===== config.mk =====
export PLATFORM = sky130hd
export DESIGN_NAME = fsp_top
export DESIGN_NICKNAME = d
export VERILOG_FILES = /design/src/shared/fsp_pkg.sv /design/src/hw/fsp_key_cmp.sv /design/src/hw/fsp_top.sv
export VERILOG_INCLUDE_DIRS = /design/src /design/src/shared
export SDC_FILE = /design/constraint.sdc
export NUM_CORES = 1
export LEC_CHECK = 0
export BUFFER_PORTS_ARGS = -buffer_cell sky130_fd_sc_hd__buf_2
export CORE_MARGIN = 3
export CORE_UTILIZATION = 35
export DETAILED_ROUTE_END_ITERATION = 12
export PLACE_DENSITY = 0.59
export REMOVE_ABC_BUFFERS = 1
export SLEW_MARGIN = 5
export SYNTH_ARGS = -nofsm -noshare
export SYNTH_HDL_FRONTEND = slang
export SYNTH_SLANG_ARGS = --single-unit
export TNS_END_PERCENT = 10

===== constraint.sdc =====
create_clock -name core_clk -period 2.5 [get_ports core_clk]
set_input_delay 0.5 -clock core_clk [delete_from_list [all_inputs] [get_ports core_clk]]
set_output_delay 0.5 -clock core_clk [all_outputs]
set_load 0.05 [all_outputs]

===== src/shared/fsp_defs.svh =====
`ifndef FSP_DEFS_SVH
`define FSP_DEFS_SVH

// Register offsets on the plain register port
`define FSP_OFF_OPTION 8'h00
`define FSP_OFF_CONFIG 8'h01
`define FSP_OFF_PROTECT 8'h02
`define FSP_OFF_STATUS 8'h03
`define FSP_OFF_MASK 8'h04

// Option image fields
`define FSP_OPT_UNLOCK_ALLOW 7
`define FSP_OPT_REDIRECT_OFF 6
`define FSP_OPT_LOAD_MASK 8'hC3
`define FSP_SEC_UNSECURED 2'h2

// Configuration fields
`define FSP_CFG_KEY_ROUTE 5
`define FSP_CFG_WR_MASK 8'hE0

// Protection image fields
`define FSP_PROT_OFF_BIT 0

// Status and mask bit positions
`define FSP_ST_VIOL 0
`define FSP_ST_UNLOCK 1
`define FSP_ST_BLOCKED 2
`define FSP_ST_MASK 8'h07

// Reset values
`define FSP_RST_BYTE 8'h00

// Key window and key length
`define FSP_KEY_BASE 16'hFFB0
`define FSP_KEY_TOP 16'hFFB7
`define FSP_KEY_LAST 3'h7

// Command codes seen by the protection check
`define FSP_CMD_BLANK 8'h05
`define FSP_CMD_PROG 8'h20
`define FSP_CMD_BURST 8'h25
`define FSP_CMD_PAGE 8'h40
`define FSP_CMD_MASS 8'h41

// Address bits below the boundary field
`define FSP_LOW_ONES 9'h1FF

`endif


===== src/shared/fsp_pkg.sv =====
`default_nettype none

package fsp_pkg;

  // One access toward RAM or the program memory
  typedef struct packed {
    logic valid;
    logic dbg;
    logic wr;
    logic [15:0] addr;
    logic [7:0] data;
  } fsp_acc_t;

  // One launched program or erase command
  typedef struct packed {
    logic valid;
    logic [7:0] code;
    logic [15:0] addr;
  } fsp_cmd_t;

  typedef enum logic [0:0] {FSP_LD_LOAD, FSP_LD_RUN} fsp_ld_t;
  typedef enum logic [0:0] {FSP_KC_IDLE, FSP_KC_COLLECT} fsp_kc_t;

endpackage

`default_nettype wire


===== src/hw/fsp_key_cmp.sv =====
`include "fsp_defs.svh"
`default_nettype none

module fsp_key_cmp
  import fsp_pkg::*;
(
  input wire logic core_clk,
  input wire logic rst_n,
  input wire logic clk_en,
  input wire logic key_wr,
  input wire logic [2:0] key_idx,
  input wire logic [7:0] key_byte,
  input wire logic [63:0] nv_unlock_key,
  output logic key_match
);

  fsp_kc_t state_q;
  logic [2:0] next_q;
  logic good_q;
  logic [7:0] want;

  // Byte i of the stored key sits in bits 8i+7..8i
  assign want = nv_unlock_key[{key_idx, 3'h0} +: 8];

  ////////////////////////////////////////////////////////////////////
  // Sequence tracker: bytes must arrive at offsets 0..7 in order
  always_ff @(posedge core_clk) begin
    if (!rst_n) begin
      state_q <= FSP_KC_IDLE;
      next_q <= 3'h0;
      good_q <= 1'b0;
      key_match <= 1'b0;
    end else if (clk_en) begin
      key_match <= 1'b0;
      case (state_q)
        FSP_KC_IDLE: begin
          if (key_wr && key_idx == 3'h0) begin
            state_q <= FSP_KC_COLLECT;
            next_q <= 3'h1;
            good_q <= (key_byte == want);
          end
        end
        FSP_KC_COLLECT: begin
          if (key_wr) begin
            if (key_idx != next_q) begin
              // Out of order breaks the sequence; offset 0 restarts it
              state_q <= (key_idx == 3'h0) ? FSP_KC_COLLECT : FSP_KC_IDLE;
              next_q <= 3'h1;
              good_q <= (key_idx == 3'h0) && (key_byte == want);
            end else if (key_idx == `FSP_KEY_LAST) begin
              state_q <= FSP_KC_IDLE;
              key_match <= good_q && (key_byte == want);
            end else begin
              next_q <= next_q + 3'h1;
              good_q <= good_q && (key_byte == want);
            end
          end
        end
        default: state_q <= FSP_KC_IDLE;
      endcase
    end
  end

endmodule

`default_nettype wire


===== src/hw/fsp_top.sv =====
// The implementer's own choices: the register addresses and the plain strobed port.
`include "fsp_defs.svh"
`default_nettype none

module fsp_top
  import fsp_pkg::*;
(
  input wire logic core_clk,
  input wire logic rst_n,
  input wire logic clk_en,
  input wire logic [7:0] reg_addr,
  input wire logic [7:0] reg_wdata,
  input wire logic reg_wr,
  input wire logic reg_rd,
  input wire logic reg_dbg,
  output logic [7:0] reg_rdata,
  input wire logic [7:0] nv_option_source,
  input wire logic [7:0] nv_protect_source,
  input wire logic [63:0] nv_unlock_key,
  input wire fsp_acc_t mem_req,
  output logic mem_grant,
  output logic mem_block,
  output fsp_cmd_t launch_out,
  input wire fsp_cmd_t cmd_in,
  output fsp_cmd_t cmd_go,
  input wire logic blank_ok,
  output logic secured,
  output logic vector_redirect_off,
  output logic images_ready,
  output logic irq
);

  ////////////////////////////////////////////////////////////////////
  // Declarations
  fsp_ld_t ld_q;
  logic [7:0] opt_q;
  logic [7:0] cfg_q;
  logic [7:0] prot_q;
  logic [7:0] stat_q;
  logic [7:0] stat_d;
  logic [7:0] mask_q;
  logic [7:0] rdata_d;
  logic is_secure;
  logic in_window;
  logic key_route;
  logic key_ok;
  logic key_wr;
  logic key_match;
  logic viol_ev;
  logic unlock_ev;
  logic block_ev;
  logic stat_rd;
  logic run;
  logic dbg_locked;

  ////////////////////////////////////////////////////////////////////
  // Helpers
  // Only the code 1:0 is unsecured
  function automatic logic sec_decode(input logic [1:0] code);
    sec_decode = (code != `FSP_SEC_UNSECURED);
  endfunction

  // Address lies above the last unprotected location
  function automatic logic is_protected(input logic [15:0] addr,
                                        input logic [7:0] prot);
    logic [15:0] last;
    // Boundary 7F with protection on leaves nothing protected
    last = {prot[7:1], `FSP_LOW_ONES};
    is_protected = !prot[`FSP_PROT_OFF_BIT] && (addr > last);
  endfunction

  // Any protected block at all makes a mass erase illegal
  function automatic logic any_protected(input logic [7:0] prot);
    any_protected = is_protected(16'hFFFF, prot);
  endfunction

  // Run once the load cycle has passed
  assign run = (ld_q == FSP_LD_RUN);
  assign is_secure = sec_decode(opt_q[1:0]);
  assign key_route = cfg_q[`FSP_CFG_KEY_ROUTE];
  assign in_window = mem_req.valid && mem_req.wr &&
                     mem_req.addr >= `FSP_KEY_BASE &&
                     mem_req.addr <= `FSP_KEY_TOP;

  // Key bytes accepted only from core firmware, while secured and allowed
  assign key_ok = opt_q[`FSP_OPT_UNLOCK_ALLOW] && is_secure
                  && !mem_req.dbg;
  // Route 1 steers window writes away from the command path
  assign key_wr = run && in_window && key_route && key_ok;

  // Debug-port access while secured; refused wherever it shows up
  assign dbg_locked = mem_req.valid && mem_req.dbg && is_secure;

  ////////////////////////////////////////////////////////////////////
  // Backdoor key comparison
  fsp_key_cmp u_key_cmp (
    .core_clk(core_clk),
    .rst_n(rst_n),
    .clk_en(clk_en),
    .key_wr(key_wr),
    .key_idx(mem_req.addr[2:0]),
    .key_byte(mem_req.data),
    .nv_unlock_key(nv_unlock_key),
    .key_match(key_match)
  );

  ////////////////////////////////////////////////////////////////////
  // Image loading: images are captured in the first cycle after reset
  // release, since a sync reset may only load constants
  always_ff @(posedge core_clk) begin
    if (!rst_n) begin
      ld_q <= FSP_LD_LOAD;
    end else if (clk_en) begin
      case (ld_q)
        FSP_LD_LOAD: ld_q <= FSP_LD_RUN;
        FSP_LD_RUN: ld_q <= FSP_LD_RUN;
        default: ld_q <= FSP_LD_LOAD;
      endcase
    end
  end

  // Option image: loaded once, only the security field ever changes
  always_ff @(posedge core_clk) begin
    if (!rst_n) begin
      opt_q <= `FSP_RST_BYTE;
    end else if (clk_en) begin
      if (!run) begin
        // Unused bits 5..2 always read zero
        opt_q <= nv_option_source & `FSP_OPT_LOAD_MASK;
      end else if (key_match || blank_ok) begin
        // One-way until the next reset
        opt_q[1:0] <= `FSP_SEC_UNSECURED;
      end
    end
  end

  // Protection image: user writes dropped, debug writes taken
  always_ff @(posedge core_clk) begin
    if (!rst_n) begin
      prot_q <= `FSP_RST_BYTE;
    end else if (clk_en) begin
      if (!run) begin
        prot_q <= nv_protect_source;
      end else if (reg_wr && reg_addr == `FSP_OFF_PROTECT && reg_dbg) begin
        prot_q <= reg_wdata;
      end
    end
  end

  ////////////////////////////////////////////////////////////////////
  // Configuration and mask registers
  always_ff @(posedge core_clk) begin
    if (!rst_n) begin
      cfg_q <= `FSP_RST_BYTE;
    end else if (clk_en && reg_wr && reg_addr == `FSP_OFF_CONFIG) begin
      cfg_q <= reg_wdata & `FSP_CFG_WR_MASK;
    end
  end

  // Interrupt mask, same layout as the status bits
  always_ff @(posedge core_clk) begin
    if (!rst_n) begin
      mask_q <= `FSP_RST_BYTE;
    end else if (clk_en && reg_wr && reg_addr == `FSP_OFF_MASK) begin
      mask_q <= reg_wdata & `FSP_ST_MASK;
    end
  end

  ////////////////////////////////////////////////////////////////////
  // Memory access gate; decision is registered, one cycle after request.
  // Requests before the images are loaded get no answer at all.
  always_ff @(posedge core_clk) begin
    if (!rst_n) begin
      mem_block <= 1'b0;
    end else if (clk_en) begin
      // Debug port counts as an unsecured source
      mem_block <= run && dbg_locked;
    end
  end

  // Grant is the exact complement of block for a valid request once the images are loaded
  always_ff @(posedge core_clk) begin
    if (!rst_n) begin
      mem_grant <= 1'b0;
    end else if (clk_en) begin
      mem_grant <= run && mem_req.valid && !dbg_locked;
    end
  end

  // Key-window writes with route 0 start a command; others pass through.
  // Route 1 writes never launch, even when the key write itself is refused.
  always_ff @(posedge core_clk) begin
    if (!rst_n) begin
      launch_out <= '0;
    end else if (clk_en) begin
      launch_out.valid <= run && in_window && !key_route && !dbg_locked;
      // Payload follows the bus every cycle; only valid matters
      launch_out.code <= mem_req.data;
      launch_out.addr <= mem_req.addr;
    end
  end

  ////////////////////////////////////////////////////////////////////
  // Protection check of launched commands
  always_ff @(posedge core_clk) begin
    if (!rst_n) begin
      cmd_go <= '0;
    end else if (clk_en) begin
      cmd_go.valid <= run && cmd_in.valid && !viol_ev;
      // Payload copied every cycle; consumers look at valid only
      cmd_go.code <= cmd_in.code;
      cmd_go.addr <= cmd_in.addr;
    end
  end

  // Violation decode per command kind; blank check is never refused
  always_comb begin
    viol_ev = 1'b0;
    if (run && cmd_in.valid) begin
      if (cmd_in.code == `FSP_CMD_PROG || cmd_in.code == `FSP_CMD_BURST) begin
        viol_ev = is_protected(cmd_in.addr, prot_q);
      end else if (cmd_in.code == `FSP_CMD_PAGE) begin
        // Page of 512 bytes: its top byte decides
        viol_ev = is_protected({cmd_in.addr[15:9], `FSP_LOW_ONES}, prot_q);
      end else if (cmd_in.code == `FSP_CMD_MASS) begin
        viol_ev = any_protected(prot_q);
      end
    end
  end

  ////////////////////////////////////////////////////////////////////
  // Events, sticky status and interrupt
  assign unlock_ev = run && is_secure && (key_match || blank_ok);
  assign block_ev = run && dbg_locked;
  assign stat_rd = reg_rd && reg_addr == `FSP_OFF_STATUS;

  // Read clears, but a new event in that cycle still sets its bit
  always_comb begin
    stat_d = stat_rd ? `FSP_RST_BYTE : stat_q;
    if (viol_ev) begin
      stat_d[`FSP_ST_VIOL] = 1'b1;
    end
    if (unlock_ev) begin
      stat_d[`FSP_ST_UNLOCK] = 1'b1;
    end
    if (block_ev) begin
      stat_d[`FSP_ST_BLOCKED] = 1'b1;
    end
  end

  // Sticky status, frozen with the clock enable
  always_ff @(posedge core_clk) begin
    if (!rst_n) begin
      stat_q <= `FSP_RST_BYTE;
    end else if (clk_en) begin
      stat_q <= stat_d;
    end
  end

  // Level interrupt; uses next status so it rises with the bit
  always_ff @(posedge core_clk) begin
    if (!rst_n) begin
      irq <= 1'b0;
    end else if (clk_en) begin
      irq <= |(stat_d & mask_q);
    end
  end

  ////////////////////////////////////////////////////////////////////
  // Security state; shown as secured until the images have loaded
  always_ff @(posedge core_clk) begin
    if (!rst_n) begin
      secured <= 1'b1;
    end else if (clk_en) begin
      secured <= run ? is_secure : 1'b1;
    end
  end

  // Vector redirection; left enabled until the option image is in
  always_ff @(posedge core_clk) begin
    if (!rst_n) begin
      vector_redirect_off <= 1'b0;
    end else if (clk_en) begin
      vector_redirect_off <= run && opt_q[`FSP_OPT_REDIRECT_OFF];
    end
  end

  // Images loaded; software should wait for this before any access
  always_ff @(posedge core_clk) begin
    if (!rst_n) begin
      images_ready <= 1'b0;
    end else if (clk_en) begin
      images_ready <= run;
    end
  end

  ////////////////////////////////////////////////////////////////////
  // Register read port; data stands the cycle after the strobe only
  // A status read returns the bits and clears them in one strobe
  always_comb begin
    rdata_d = `FSP_RST_BYTE;
    if (reg_rd) begin
      if (reg_addr == `FSP_OFF_OPTION) begin
        rdata_d = opt_q;
      end else if (reg_addr == `FSP_OFF_CONFIG) begin
        rdata_d = cfg_q & `FSP_CFG_WR_MASK;
      end else if (reg_addr == `FSP_OFF_PROTECT) begin
        rdata_d = prot_q;
      end else if (reg_addr == `FSP_OFF_STATUS) begin
        rdata_d = stat_q;
      end else if (reg_addr == `FSP_OFF_MASK) begin
        rdata_d = mask_q;
      end
    end
  end

  always_ff @(posedge core_clk) begin
    if (!rst_n) begin
      reg_rdata <= `FSP_RST_BYTE;
    end else if (clk_en) begin
      reg_rdata <= rdata_d;
    end
  end

endmodule

`default_nettype wire


### After elaboration in Yosys (flattened, before gate mapping)

Index checks and enable logic that the tools add are counted.

| storage, ports and cells | value |
|---|---|
| register bits | 97 |
| bits in latches | 0 |
| bits in writable memories | 0 |
| memory bits (read-only) | 0 |
| bits of input ports | 155 |
| output and inout port bits | 64 |
| logic and storage cells | 136 |
| memories kept | 0 |

| cells by class | value |
|---|---|
| add/sub/neg operators | 1 |
| multiply operators | 0 |
| div/mod/pow operators | 0 |
| $lt $le $gt $ge | 5 |
| eq/ne operators | 17 |
| shift operators | 1 |
| muxes and demuxes | 39 |
| bitwise operators | 3 |
| reduce and logical (&&, ||, !) cells | 46 |

Operators with widths:

| operator | count |
|---|---|
| $mux 8 | 8 |
| $shiftx 64x7->8 | 1 |
| $gt 16x16->1 | 2 |
| $logic_and 1x1->1 | 32 |
| $mux 1 | 21 |
| $eq 8x2->1 const B | 2 |
| $eq 8x6->1 const B | 2 |
| $eq 8x7->1 const B | 2 |
| $ge 16x16->1 const B | 1 |
| $gt 16x16->1 const A | 1 |
| $le 16x16->1 const B | 1 |
| $mux 3 | 5 |
| $and 8x3->8 | 1 |
| $eq 8x1->1 const B | 1 |
| $eq 8x3->1 const B | 1 |
| $eq 8x8->1 | 1 |
| $logic_not 8->1 | 1 |
| $ne 2x1->1 const B | 4 |
| $reduce_or 8->1 | 1 |
| $pmux 3 s2 | 1 |
| $reduce_and 2->1 | 3 |
| $logic_not 1->1 | 5 |
| $mux 2 | 2 |
| $pmux 1 s2 | 2 |
| other kinds (9) | 11 |

### Longest topological paths before layout

Gate-level depths: netlist of run 1.

| depth | value |
|---|---|
| depth after elaboration | 9 |
| gate-level depth with buffers | 8 |
| mapped depth without buffers | 8 |

### Hierarchy

Synthesis of run 1 repeated with hierarchy kept, for this count alone.

| unflattened totals | value |
|---|---|
| cell total of the unflattened synthesis | 509 |
| area total of the unflattened synthesis | 4902.2 sq um |

By module, submodules not included:

| module | instances | cells an instance | area each (sq um) | seq. area each (sq um) |
|---|---|---|---|---|
| fsp_top | 1 | 406 | 3938.8 | 1721.7 |
| fsp_key_cmp | 1 | 103 | 963.4 | 120.1 |

### Worst setup path after synthesis of run 1

Ideal clock, no wire load.

| timing path | value |
|---|---|
| kind | input port to flip-flop |
| start | input port mem_req[10] in the netlist's numbering |
| end | register u_key_cmp.key_match |
| library setup time | 88 ps |
| data arrival time | 2266 ps |
| required time | 2412 ps |
| setup slack | 146 ps |
| cell stages on the path | 8 |
| buffers on the path | 2 |
| cell sequence | buf_4 -> buf_4 -> mux4_2 -> mux2i_1 -> xor2_1 -> o21ai_1 -> or4_4 -> o32ai_2 |

| on the way | value |
|---|---|
| cells in the longest elaborated chain, start to end | 8 |
| elaborated cells on any way between the ends | 16 |
| classes of those cells | order compare (2); eq/ne (3); shift (1); mux (4); reduce/logical (6) |

RTL lines:

| item | RTL line | text |
|---|---|---|
| from (decl) | fsp_top.sv:20 | `input wire fsp_acc_t mem_req,` |
| parallel branches: the longest is 6 deep, another holds $shiftx 64x7->8 | - |  |
| $mux 1 * | fsp_key_cmp.sv:44 | `if (key_wr) begin` |
| $mux 1 * | fsp_key_cmp.sv:35 | `case (state_q)` |
| to (signal assigned) | fsp_key_cmp.sv:52 | `key_match <= good_q && (key_byte == want);` |
| to (decl) | fsp_key_cmp.sv:14 | `output logic key_match` |

Mark *: on every way between the ends.
A chain may end at the register's enable or synchronous reset.

### Worst setup path in the final report of run 1

| timing path | value |
|---|---|
| start | input port mem_req[9] in the netlist's numbering |
| end | register u_key_cmp.key_match |

Same word-level chain as after synthesis.

==> reports/results.txt, run 1 <==
Outcome = complete, no violations
RR Startpoint = prot_q[7]$_SDFFE_PN0P_
1st-pass router iterations = 4
Worst slew pin tran = 0.7765 ns
# rows = 43
Vias in the first global route = 4718
Placed instance count = 901
Die Width = 125.5 um
Largest area contributor in the netlist = dfxtp_1
Most numerous cell in the Yosys netlist = dfxtp_1
Cells after Synth = 527
Final Hold Fails = 0
Worst Path Arrival = 2.56 ns
Area share of the largest cell type after synthesis = 0.3686
CP Data Required Time = 2.76 ns
Vias = 4660
Hold_buf cts = 0
Synth Cell Area = 0.004997 mm2
Netlist cell types = 55
Setup bufs post-CTS = 0
GR Util All Layers = 0.1838
Placement Cell Area = 0.006256 mm2
Worst-skew pair later-pin latency = 0.34 ns
Post-Syn Area per Cell = 9.483 um2
Largest net degree at the start of global routing = 89
Clock Path Buffers = 2
Max-Cap Viols = 0
#FFs+latches synth = 92
Resize count post-CTS = 0
Fin. max-slew vios = 0
ANT cells = 0
Setup Viol. Count Final = 0
RSZ-0062 raised after global routing = false
EDFF count, synth = 0
Power per cell area = 568.8 mW/mm2
Max H-tree Level = 3
Hold Crit Class = in2reg
Clock sink total = 92
Clock root buffer = clkbuf_16
Crit. Startpoint = mem_req[9]
Largest cells by area after synthesis = dfxtp_1, mux2i_1, nor2b_1, mux4_2, a22oi_1
Crit end category = flop
Final min period = 2.304 ns
TritonCTS clock tree = built
Global-route wire length before repair = 23430 um
Initial Util = 0.3586
Slew margin rel. = 0.4823
Crit path largest cell delay = 0.49 ns
Crit-path slowest cell = mux4_2
Core Box Area = 0.01393 mm2
Crit-path cells = buf_2, buf_4, mux4_2, mux2i_1, xor2_1, o21ai_1, or4_4, o32ai_2
Buffers added on ports = 214
Async set-reset flop share out of synthesis = 0
Register area share after synthesis = 0.3686
Routed Antenna Nets = 0
Fraction of layout cells with a size suffix above 1 = 0.3433
Filler cell count = 1346
Synth warn = 0
Main synth FF type = dfxtp_1
Final period util = 0.9218
Total leakage power = 0.003100 uW
Post-route insts no fill = 917
Die height = 125.5 um
Vias/cell = 5.082
Final GP Congestion = 0.9032
Syn-to-layout area delta = 31.47%
Top Ports = 219
WL per Instance = 16.04 um
Achievable Freq = 433.9 MHz
Hold wc startpoint = nv_option_source[1]
Peak supply drop = 0.3541 mV
Clock Skew = 0.004851 ns
Die area = 0.01575 mm2
DP HPWL = 11710 um
Clock slew at reported path FFs = 0.07 ns
Layout Nets = 896
CTS buffer count = 9
Cell area after layout = 0.006570 mm2
Grt ovf = 0
Final routed DRC violation total = 0
Initial DRC count = 176
Antenna violations before repair = 0
Drt total wl = 14710 um
Critical path startpoint category = primary input
Post-synth top cells = dfxtp_1, mux2i_1, nor2b_1
CP Class = in2reg
CP max FO = 9
## state kept, by name (all words and copies together), names as in the netlist
signal and flops:
u_key_cmp.key_match 1, u_key_cmp.next_q 3, prot_q 8, cmd_go 25, mem_block 1, stat_q 3, secured 1, u_key_cmp.good_q 1
ld_q 1, cfg_q 3, u_key_cmp.state_q 1, mask_q 3, launch_out 25, vector_redirect_off 1, images_ready 1, opt_q 4
reg_rdata 8, irq 1, mem_grant 1
## final timing paths
check | depth (start not counted) | endpoint | slack [ns]
worst min register to register | 2 | vector_redirect_off$_SDFFE_PN0P_ | 0.48
worst max register to register | 8 | cmd_go[24]$_SDFFE_PN0P_ | 0.29
worst min-delay path | 3 | opt_q[1]$_SDFFE_PN0P_ | 0.42
worst max-delay path | 8 | u_key_cmp.key_match$_SDFFE_PN0P_ | 0.20
## area by class of cell
type	instances	area, um2	area share
clock inverter	7	88.84	0.01352
sequential	92	1842	0.2803
tap	180	225.2	0.03428
timing repair buffer	228	1191	0.1813
multi-input combinational	384	2934	0.4466
clock buffer	9	225.2	0.03428
inverter	17	63.81	0.009712
## logic make-up (layout without fill, tap and decap cells)
group,after synthesis,count (layout),share of synthesized area
AND/OR/NAND/NOR,182,182,0.2126
multiplexers,94,94,0.2098
AO/OA/AOI/OAI,92,92,0.1300
flip-flops,92,92,0.3686
buffers and inverters,51,261,0.04431
adder cells (fa/ha/maj),9,9,0.02253
XOR/XNOR,7,7,0.01227
## critical path, delay by kind of cell
kind	cells	cell delay (ns)
AO/OA/AOI/OAI	2	0.35
multiplexers	2	0.67
AND/OR/NAND/NOR	1	0.43
XOR/XNOR	1	0.17
buffers and inverters	2	0.45
## per-layer routing
| layer | routed length, um | global-route usage | part of all wire | vias to the layer above |
|---|---|---|---|---|
| met3 | 1058 | 0.05852 | 0.072 | 21 |
| met1 | 6116 | 0.2148 | 0.42 | 2157 |
| met2 | 7138 | 0.3140 | 0.49 | 169 |
| li1 | - | - | - | 2313 |
| met4 | 397 | 0.07015 | 0.027 | 0 |
| met5 | 0 | 0 | 0 | - |
## cells in the final DEF (no fill, tap or decap), types with 4 or more instances in the layout
master / Yosys / routed
o21ai_1: 4 / 4
dfxtp_1: 92 / 92
ha_1: 9 / 9
nor3_1: 4 / 4
a22oi_1: 15 / 15
o21ai_0: 12 / 12
clkbuf_16: 0 / 9
and3_1: 6 / 6
xor2_1: 7 / 7
nand3_1: 12 / 12
o211a_1: 9 / 9
mux4_2: 6 / 6
and2_1: 8 / 8
nand4_1: 13 / 13
nand2b_1: 12 / 12
o22ai_1: 5 / 5
a21oi_1: 16 / 16
buf_2: 3 / 213
inv_1: 17 / 17
buf_4: 2 / 14
nand2_1: 28 / 28
nor2b_1: 66 / 66
a21boi_0: 12 / 12
nor2_1: 12 / 12
mux2i_1: 86 / 86
## stage by stage
step / setup WS [ns] / power (uW) / TNS (ns) / util / hold WS (ns)
after floorplan: 0.1533 / 2041 / 0 / - / 0.4530
after global placement: -0.1178 / 2366 / -0.1178 / 0.4490 / 0.4633
after detailed placement: -0.1896 / 2383 / -0.2612 / 0.4490 / 0.4757
after CTS: 0.1799 / 3804 / 0 / 0.4715 / 0.4002
after global routing: 0.02815 / 3919 / 0 / 0.4715 / 0.4118
final: 0.1955 / 3737 / 0 / 0.4715 / 0.4158
## where the power goes
group	leakage, uW	internal, uW	switching, uW
Sequential	0.000754	1530	42.5
Clock	0.000153	722	673
Combinational	0.00219	311	459
Total	0.00310	2560	1170
Note: power is estimated with default switching activity, not from simulation.
==> inputs of run 2 (changes only) <==
Settings changed: CORE_MARGIN 3 to not set, HOLD_SLACK_MARGIN set to 0.03.
==> run 2 against run 1 <==
Against the previous run: critical path depth down 1; utilization rose by 0.15 points; clock-buffer cell count did not move; via count down 0.45%; combinational power is essentially flat; sequential cell count is the same; non-clock buffer count is the same; routed wire length is 0.31% lower; final area about the same; worst setup slack better by 0.057 ns; fmax rose by 2.6%.
==> reports/results.txt, run 2 (same netlist as run 1, synthesis figures left out) <==
Outcome = complete, no violations (unchanged)
Initial DRC count = 175 (was 176)
Final Total Pwr = 3767 uW (was 3737 uW)
Critical path's top delay family = multiplexers (unchanged)
Final Hold Fails = 0 (unchanged)
CP Capture Point = u_key_cmp.key_match$_SDFFE_PN0P_ (unchanged)
Net Sw Power = 1132 uW (was 1174 uW)
Die height = 121.5 um (was 125.5 um)
Crit. Startpoint = mem_req[9] (unchanged)
CTS buffer count = 9 (unchanged)
Setup bufs post-CTS = 0 (unchanged)
Die area = 0.01476 mm2 (was 0.01575 mm2)
Worst Path Arrival = 2.51 ns (was 2.56 ns)
DP Worst Slack = -0.1264 ns (was -0.1896 ns)
Buffers added on ports = 214 (unchanged)
Layout Nets = 896 (unchanged)
RSZ-0062 raised after global routing = false (unchanged)
Area of the multi-input gates = 0.002934 mm2 (unchanged)
Clock Path Buffers = 2 (unchanged)
Layout Utilization = 0.4730 (was 0.4715)
Crit-path slowest cell = mux4_1 (was mux4_2)
Reg-to-reg critical path endpoint = stat_q[0]$_SDFFE_PN0P_ (was cmd_go[24]$_SDFFE_PN0P_)
Routed Antenna Nets = 0 (unchanged)
Vias/cell = 5.059 (was 5.082)
Most frequent cells in the layout = buf_2, dfxtp_1, mux2i_1 (unchanged)
Resize count post-CTS = 0 (unchanged)
CP Data Required Time = 2.76 ns (about the same)
Clock sink total = 92 (unchanged)
Clock share of power = 0.378 (was 0.373)
Post-route insts no fill = 917 (unchanged)
Core Box Area = 0.01388 mm2 (was 0.01393 mm2)
Clock root buffer = clkbuf_16 (unchanged)
Final min period = 2.247 ns (was 2.304 ns)
Die Width = 121.5 um (was 125.5 um)
Crit path largest cell delay = 0.60 ns (was 0.49 ns)
Worst Reg-to-Reg Cells = 9 (was 8)
Largest net degree at the start of global routing = 89 (unchanged)
Total leakage power = 0.003096 uW (was 0.003100 uW)
Commonest non-fill, non-tap cell in the layout = buf_2 (unchanged)
Max H-tree Level = 3 (unchanged)
Hold Crit Class = in2reg (unchanged)
Clock slew at reported path FFs = 0.07 ns (about the same)
Initial Util = 0.3600 (was 0.3586)
Grt ovf = 0 (unchanged)
Placed instance count = 901 (unchanged)
Final GP Congestion = 0.8792 (was 0.9032)
Final routed DRC violation total = 0 (unchanged)
Achievable Freq = 445.0 MHz (was 433.9 MHz)
Hold_buf cts = 0 (unchanged)
Critical path depth = 7 (was 8)
Syn-to-layout area delta = 31.37% (was 31.47%)
Worst-skew pair later-pin latency = 0.35 ns (was 0.34 ns)
Drt total wl = 14670 um (was 14710 um)
Worst slew pin tran = 0.4878 ns (was 0.7765 ns)
Global-route wire length before repair = 22910 um (was 23430 um)
Flop pwr share = 0.418 (was 0.421)
Vias = 4639 (was 4660)
Reg area = 0.001842 mm2 (unchanged)
CP max FO = 8 (was 9)
CP Class = in2reg (unchanged)
Fin worst setup slack = 0.2529 ns (was 0.1955 ns)
Fraction of layout cells with a size suffix above 1 = 0.3433 (unchanged)
RR Startpoint = prot_q[7]$_SDFFE_PN0P_ (unchanged)
Vias in the first global route = 4657 (was 4718)
Slew margin rel. = 0.6748 (was 0.4823)
Crit path buf inv count = 1 (was 2)
Power per cell area = 573.8 mW/mm2 (was 568.8 mW/mm2)
Clock Skew = 0.004579 ns (was 0.004851 ns)
Logic gate share of total power = 0.204 (was 0.206)
# rows = 43 (unchanged)
Max-Cap Viols = 0 (unchanged)
Fin. max-slew vios = 0 (unchanged)
1st-pass router iterations = 4 (unchanged)
Critical path startpoint category = primary input (unchanged)
Setup Viol. Count Final = 0 (unchanged)
GR Util All Layers = 0.2025 (was 0.1838)
Largest regs = cmd_go x25, launch_out x25 (unchanged)
WL per Instance = 15.99 um (was 16.04 um)
Crit-path cells = buf_2, mux4_1, mux2i_1, xor2_1, o21ai_1, or4_4, o32ai_2 (was buf_2, buf_4, mux4_2, mux2i_1, xor2_1, o21ai_1, or4_4, o32ai_2)
Internal = 2635 uW (was 2563 uW)
TritonCTS clock tree = built (unchanged)
Sw Share = 0.3005 (was 0.3141)
DP HPWL = 11340 um (was 11710 um)
Filler cell count = 1379 (was 1346)
Antenna violations before repair = 0 (unchanged)
Peak supply drop = 0.3390 mV (was 0.3541 mV)
R2R setup slack = 0.28 ns (was 0.29 ns)
Crit end category = flop (unchanged)
Final period util = 0.8989 (was 0.9218)
ANT cells = 0 (unchanged)
Top Ports = 219 (unchanged)
run 2: cell types whose count changed in the layout (fill, tap and decap cells not counted), sizes merged:
cell	previous run	this run
bufinv	0	1
inv	21	20
clkinvlp	0	1
clkinv	3	2
run 2: how the worst min path moves through the flow:
stage / start / to / slack (ns) / cells past startpoint
global placement: reg_rdata[4]$_SDFFE_PN0P_ / reg_rdata[4]$_SDFFE_PN0P_ / 0.47 / 2
floorplan: stat_q[2]$_SDFFE_PN0P_ / stat_q[2]$_SDFFE_PN0P_ / 0.45 / 2
global route: nv_option_source[7] / opt_q[7]$_SDFFE_PN0P_ / 0.41 / 3
finish: nv_option_source[1] / opt_q[1]$_SDFFE_PN0P_ / 0.41 / 3
detailed placement: cmd_go[24]$_SDFFE_PN0P_ / cmd_go[24]$_SDFFE_PN0P_ / 0.47 / 2
CTS: nv_option_source[1] / opt_q[1]$_SDFFE_PN0P_ / 0.41 / 3
run 2: power by group through the flow:
stage,clock network [uW],registers [uW],logic [uW]
6_report,1420,1570,770
5_1_grt,1540,1580,836
4_1_cts,1460,1570,775
3_5_place_dp,0,1610,774
3_3_place_gp,0,1610,759
2_1_floorplan,0,1770,267
run 2: per-stage QoR:
step           instance area (um2)  setup TNS (ns)  hold slack [ns]
2_1_floorplan                 4840               0           0.4530
3_3_place_gp                  6256        -0.08160           0.4661
3_5_place_dp                  6256         -0.1273           0.4694
4_1_cts                       6565               0           0.4062
5_1_grt                       6565               0           0.4101
6_report                      6565               0           0.4093
run 2: final cells by class:
type                    instances  area share
inverters                      17    0.009720
clock inverters                 7     0.01277
multi-input cells             384      0.4469
flip-flops and latches         92      0.2805
well taps                     180     0.03431
clock buffers                   9     0.03431
repair buffers                228      0.1814
run 2: layer usage:
layer,vias to the layer above,global-route usage,wire (um)
li1,2309,-,-
met1,2118,0.2382,6266
met2,186,0.3548,7213
met3,26,0.03853,841
met4,0,0.08873,345
met5,-,0,0
run 2: worst reg2reg max path: stages (launching register included):
cell       delay (ns)
dfxtp_1          0.41
inv_1            0.07
ha_1             0.32
nand4_1          0.23
nor4_1           0.33
nand4_1          0.17
a21oi_1          0.16
a2111oi_0        0.08
buf_4            0.16
a32o_1           0.19
==> inputs of run 3 (changes only) <==
Settings changed: CELL_PAD_IN_SITES_DETAIL_PLACEMENT set to 1, CELL_PAD_IN_SITES_GLOBAL_PLACEMENT set to 2, CORE_UTILIZATION 35 to 27, PLACE_DENSITY 0.59 to 0.77.
==> run 3 against run 2 <==
Against the previous run: worst setup slack got worse by 0.11 ns; critical path depth unchanged; register-to-register slack better by 0.02 ns; final cell count rose by 5.5%; critical endpoint unchanged; non-clock buffer count up 1.
==> reports/results.txt, run 3 (same netlist as run 1, synthesis figures left out) <==
Worst slew pin tran = 0.5026 ns (was 0.4878 ns)
Placed instance count = 951 (was 901)
Max-Cap Viols = 0 (unchanged)
Hold_ws = 0.4259 ns (was 0.4093 ns)
Max H-tree Level = 3 (unchanged)
Fraction of layout cells with a size suffix above 1 = 0.3442 (was 0.3433)
R2R setup slack = 0.30 ns (was 0.28 ns)
Logic gate share of total power = 0.208 (was 0.204)
CTS buffer count = 9 (unchanged)
Vias = 4793 (was 4639)
# rows = 49 (was 43)
GR Util All Layers = 0.1776 (was 0.2025)
Post-route insts no fill = 967 (was 917)
Core Box Area = 0.01802 mm2 (was 0.01388 mm2)
Clock Path Buffers = 2 (unchanged)
Crit. Startpoint = mem_req[9] (unchanged)
ANT cells = 0 (unchanged)
Clock sink total = 92 (unchanged)
Syn-to-layout area delta = 33.07% (was 31.37%)
Initial DRC count = 159 (was 175)
1st-pass router iterations = 4 (unchanged)
Critical path startpoint category = primary input (unchanged)
Hold Crit Class = in2reg (unchanged)
Setup bufs post-CTS = 0 (unchanged)
Worst Reg-to-Reg Cells = 9 (unchanged)
Top Ports = 219 (unchanged)
CP max FO = 14 (was 8)
Final min period = 2.358 ns (was 2.247 ns)
Flop pwr share = 0.414 (was 0.418)
Clock root buffer = clkbuf_16 (unchanged)
Power per cell area = 572.7 mW/mm2 (was 573.8 mW/mm2)
Slew margin rel. = 0.6650 (was 0.6748)
Final Hold Fails = 0 (unchanged)
Drt total wl = 16720 um (was 14670 um)
Clock Skew = 0.007736 ns (was 0.004579 ns)
Final period util = 0.9430 (was 0.8989)
CP Data Required Time = 2.77 ns (was 2.76 ns)
DP Worst Slack = -0.2513 ns (was -0.1264 ns)
Grt ovf = 0 (unchanged)
Setup Viol. Count Final = 0 (unchanged)
Antenna violations before repair = 0 (unchanged)
Crit-path cells = buf_2, mux4_2, mux2i_1, xor2_1, o21ai_1, or4_4, o32ai_2 (was buf_2, mux4_1, mux2i_1, xor2_1, o21ai_1, or4_4, o32ai_2)
Layout Nets = 897 (was 896)
Layout Utilization = 0.3689 (was 0.4730)
Buffers added on ports = 214 (unchanged)
Die height = 138.0 um (was 121.5 um)
CP Capture Point = u_key_cmp.key_match$_SDFFE_PN0P_ (unchanged)
Initial Util = 0.2772 (was 0.3600)
Most frequent cells in the layout = buf_2, dfxtp_1, mux2i_1 (unchanged)
Largest regs = cmd_go x25, launch_out x25 (unchanged)
Outcome = complete, no violations (unchanged)
Worst Path Arrival = 2.62 ns (was 2.51 ns)
Crit path largest cell delay = 0.57 ns (was 0.60 ns)
Vias in the first global route = 5291 (was 4657)
TritonCTS clock tree = built (unchanged)
Die area = 0.01906 mm2 (was 0.01476 mm2)
Fin worst setup slack = 0.1424 ns (was 0.2529 ns)
Vias/cell = 4.957 (was 5.059)
WL per Instance = 17.29 um (was 15.99 um)
Worst-skew pair later-pin latency = 0.35 ns (about the same)
Achievable Freq = 424.2 MHz (was 445.0 MHz)
Commonest non-fill, non-tap cell in the layout = buf_2 (unchanged)
DP HPWL = 13240 um (was 11340 um)
Fin. max-slew vios = 0 (unchanged)
Die Width = 138.0 um (was 121.5 um)
Routed Antenna Nets = 0 (unchanged)
Clock slew at reported path FFs = 0.07 ns (about the same)
Sw Share = 0.2968 (was 0.3005)
Resize count post-CTS = 0 (unchanged)
Crit end category = flop (unchanged)
Crit-path slowest cell = or4_4 (was mux4_1)
Filler cell count = 2148 (was 1379)
Internal = 2678 uW (was 2635 uW)
Hold_buf cts = 0 (unchanged)
Final routed DRC violation total = 0 (unchanged)
Reg-to-reg critical path endpoint = stat_q[0]$_SDFFE_PN0P_ (unchanged)
RR Startpoint = prot_q[7]$_SDFFE_PN0P_ (unchanged)
Total leakage power = 0.003109 uW (was 0.003096 uW)
Net Sw Power = 1130 uW (was 1132 uW)
Peak supply drop = 0.3176 mV (was 0.3390 mV)
RSZ-0062 raised after global routing = false (unchanged)
Clock share of power = 0.378 (about the same)
CP Class = in2reg (unchanged)
Global-route wire length before repair = 26870 um (was 22910 um)
Final GP Congestion = 0.8454 (was 0.8792)
Largest net degree at the start of global routing = 89 (unchanged)
run 3: per-stage QoR:
stage / cell area [um2] / setup TNS (ns) / total power [uW]
after floorplan: 4840 / 0 / 2041
after CTS: 6650 / 0 / 3873
final: 6650 / 0 / 3809
after detailed placement: 6337 / -0.3896 / 2407
after global routing: 6650 / 0 / 4003
after global placement: 6337 / -0.2516 / 2383
run 3: power by group through the flow:
stage | Combinational (uW) | Sequential [uW] | Clock, uW
final | 792 | 1580 | 1440
after detailed placement | 797 | 1610 | 0
after floorplan | 267 | 1770 | 0
after global placement | 777 | 1610 | 0
after CTS | 802 | 1580 | 1490
after global routing | 856 | 1580 | 1560
run 3: area by class of cell:
type	instances	area, um2	area share
clock inverter	5	60.06	0.009031
tap	229	286.5	0.04309
sequential	92	1842	0.2770
multi-input combinational	384	2934	0.4412
inverter	17	63.81	0.009595
clock buffer	11	252.7	0.03801
timing repair buffer	229	1211	0.1821
run 3: worst max-delay path: cells and delay by family:
kind	cells	cell delay [ns]
buffers and inverters	1	0.30
XOR/XNOR	1	0.15
AND/OR/NAND/NOR	1	0.57
multiplexers	2	0.74
AO/OA/AOI/OAI	2	0.36
run 3: layer usage:
metal  global-route usage  wire, um
met2               0.3203      8417
met5                    0         0
met4              0.07403       393
met1               0.1990      6901
met3              0.04191      1004
run 3: how the worst min path moves through the flow:
stage,startpoint,endpoint,slack (ns),cells past startpoint
3_5_place_dp,launch_out[24]$_SDFFE_PN0P_,launch_out[24]$_SDFFE_PN0P_,0.47,2
2_1_floorplan,stat_q[2]$_SDFFE_PN0P_,stat_q[2]$_SDFFE_PN0P_,0.45,2
6_report,cmd_in[1],cmd_go[1]$_SDFFE_PN0P_,0.43,3
4_1_cts,cmd_in[8],cmd_go[8]$_SDFFE_PN0P_,0.41,3
3_3_place_gp,cmd_go[24]$_SDFFE_PN0P_,cmd_go[24]$_SDFFE_PN0P_,0.46,2
5_1_grt,mem_req[16],launch_out[8]$_SDFFE_PN0P_,0.44,3
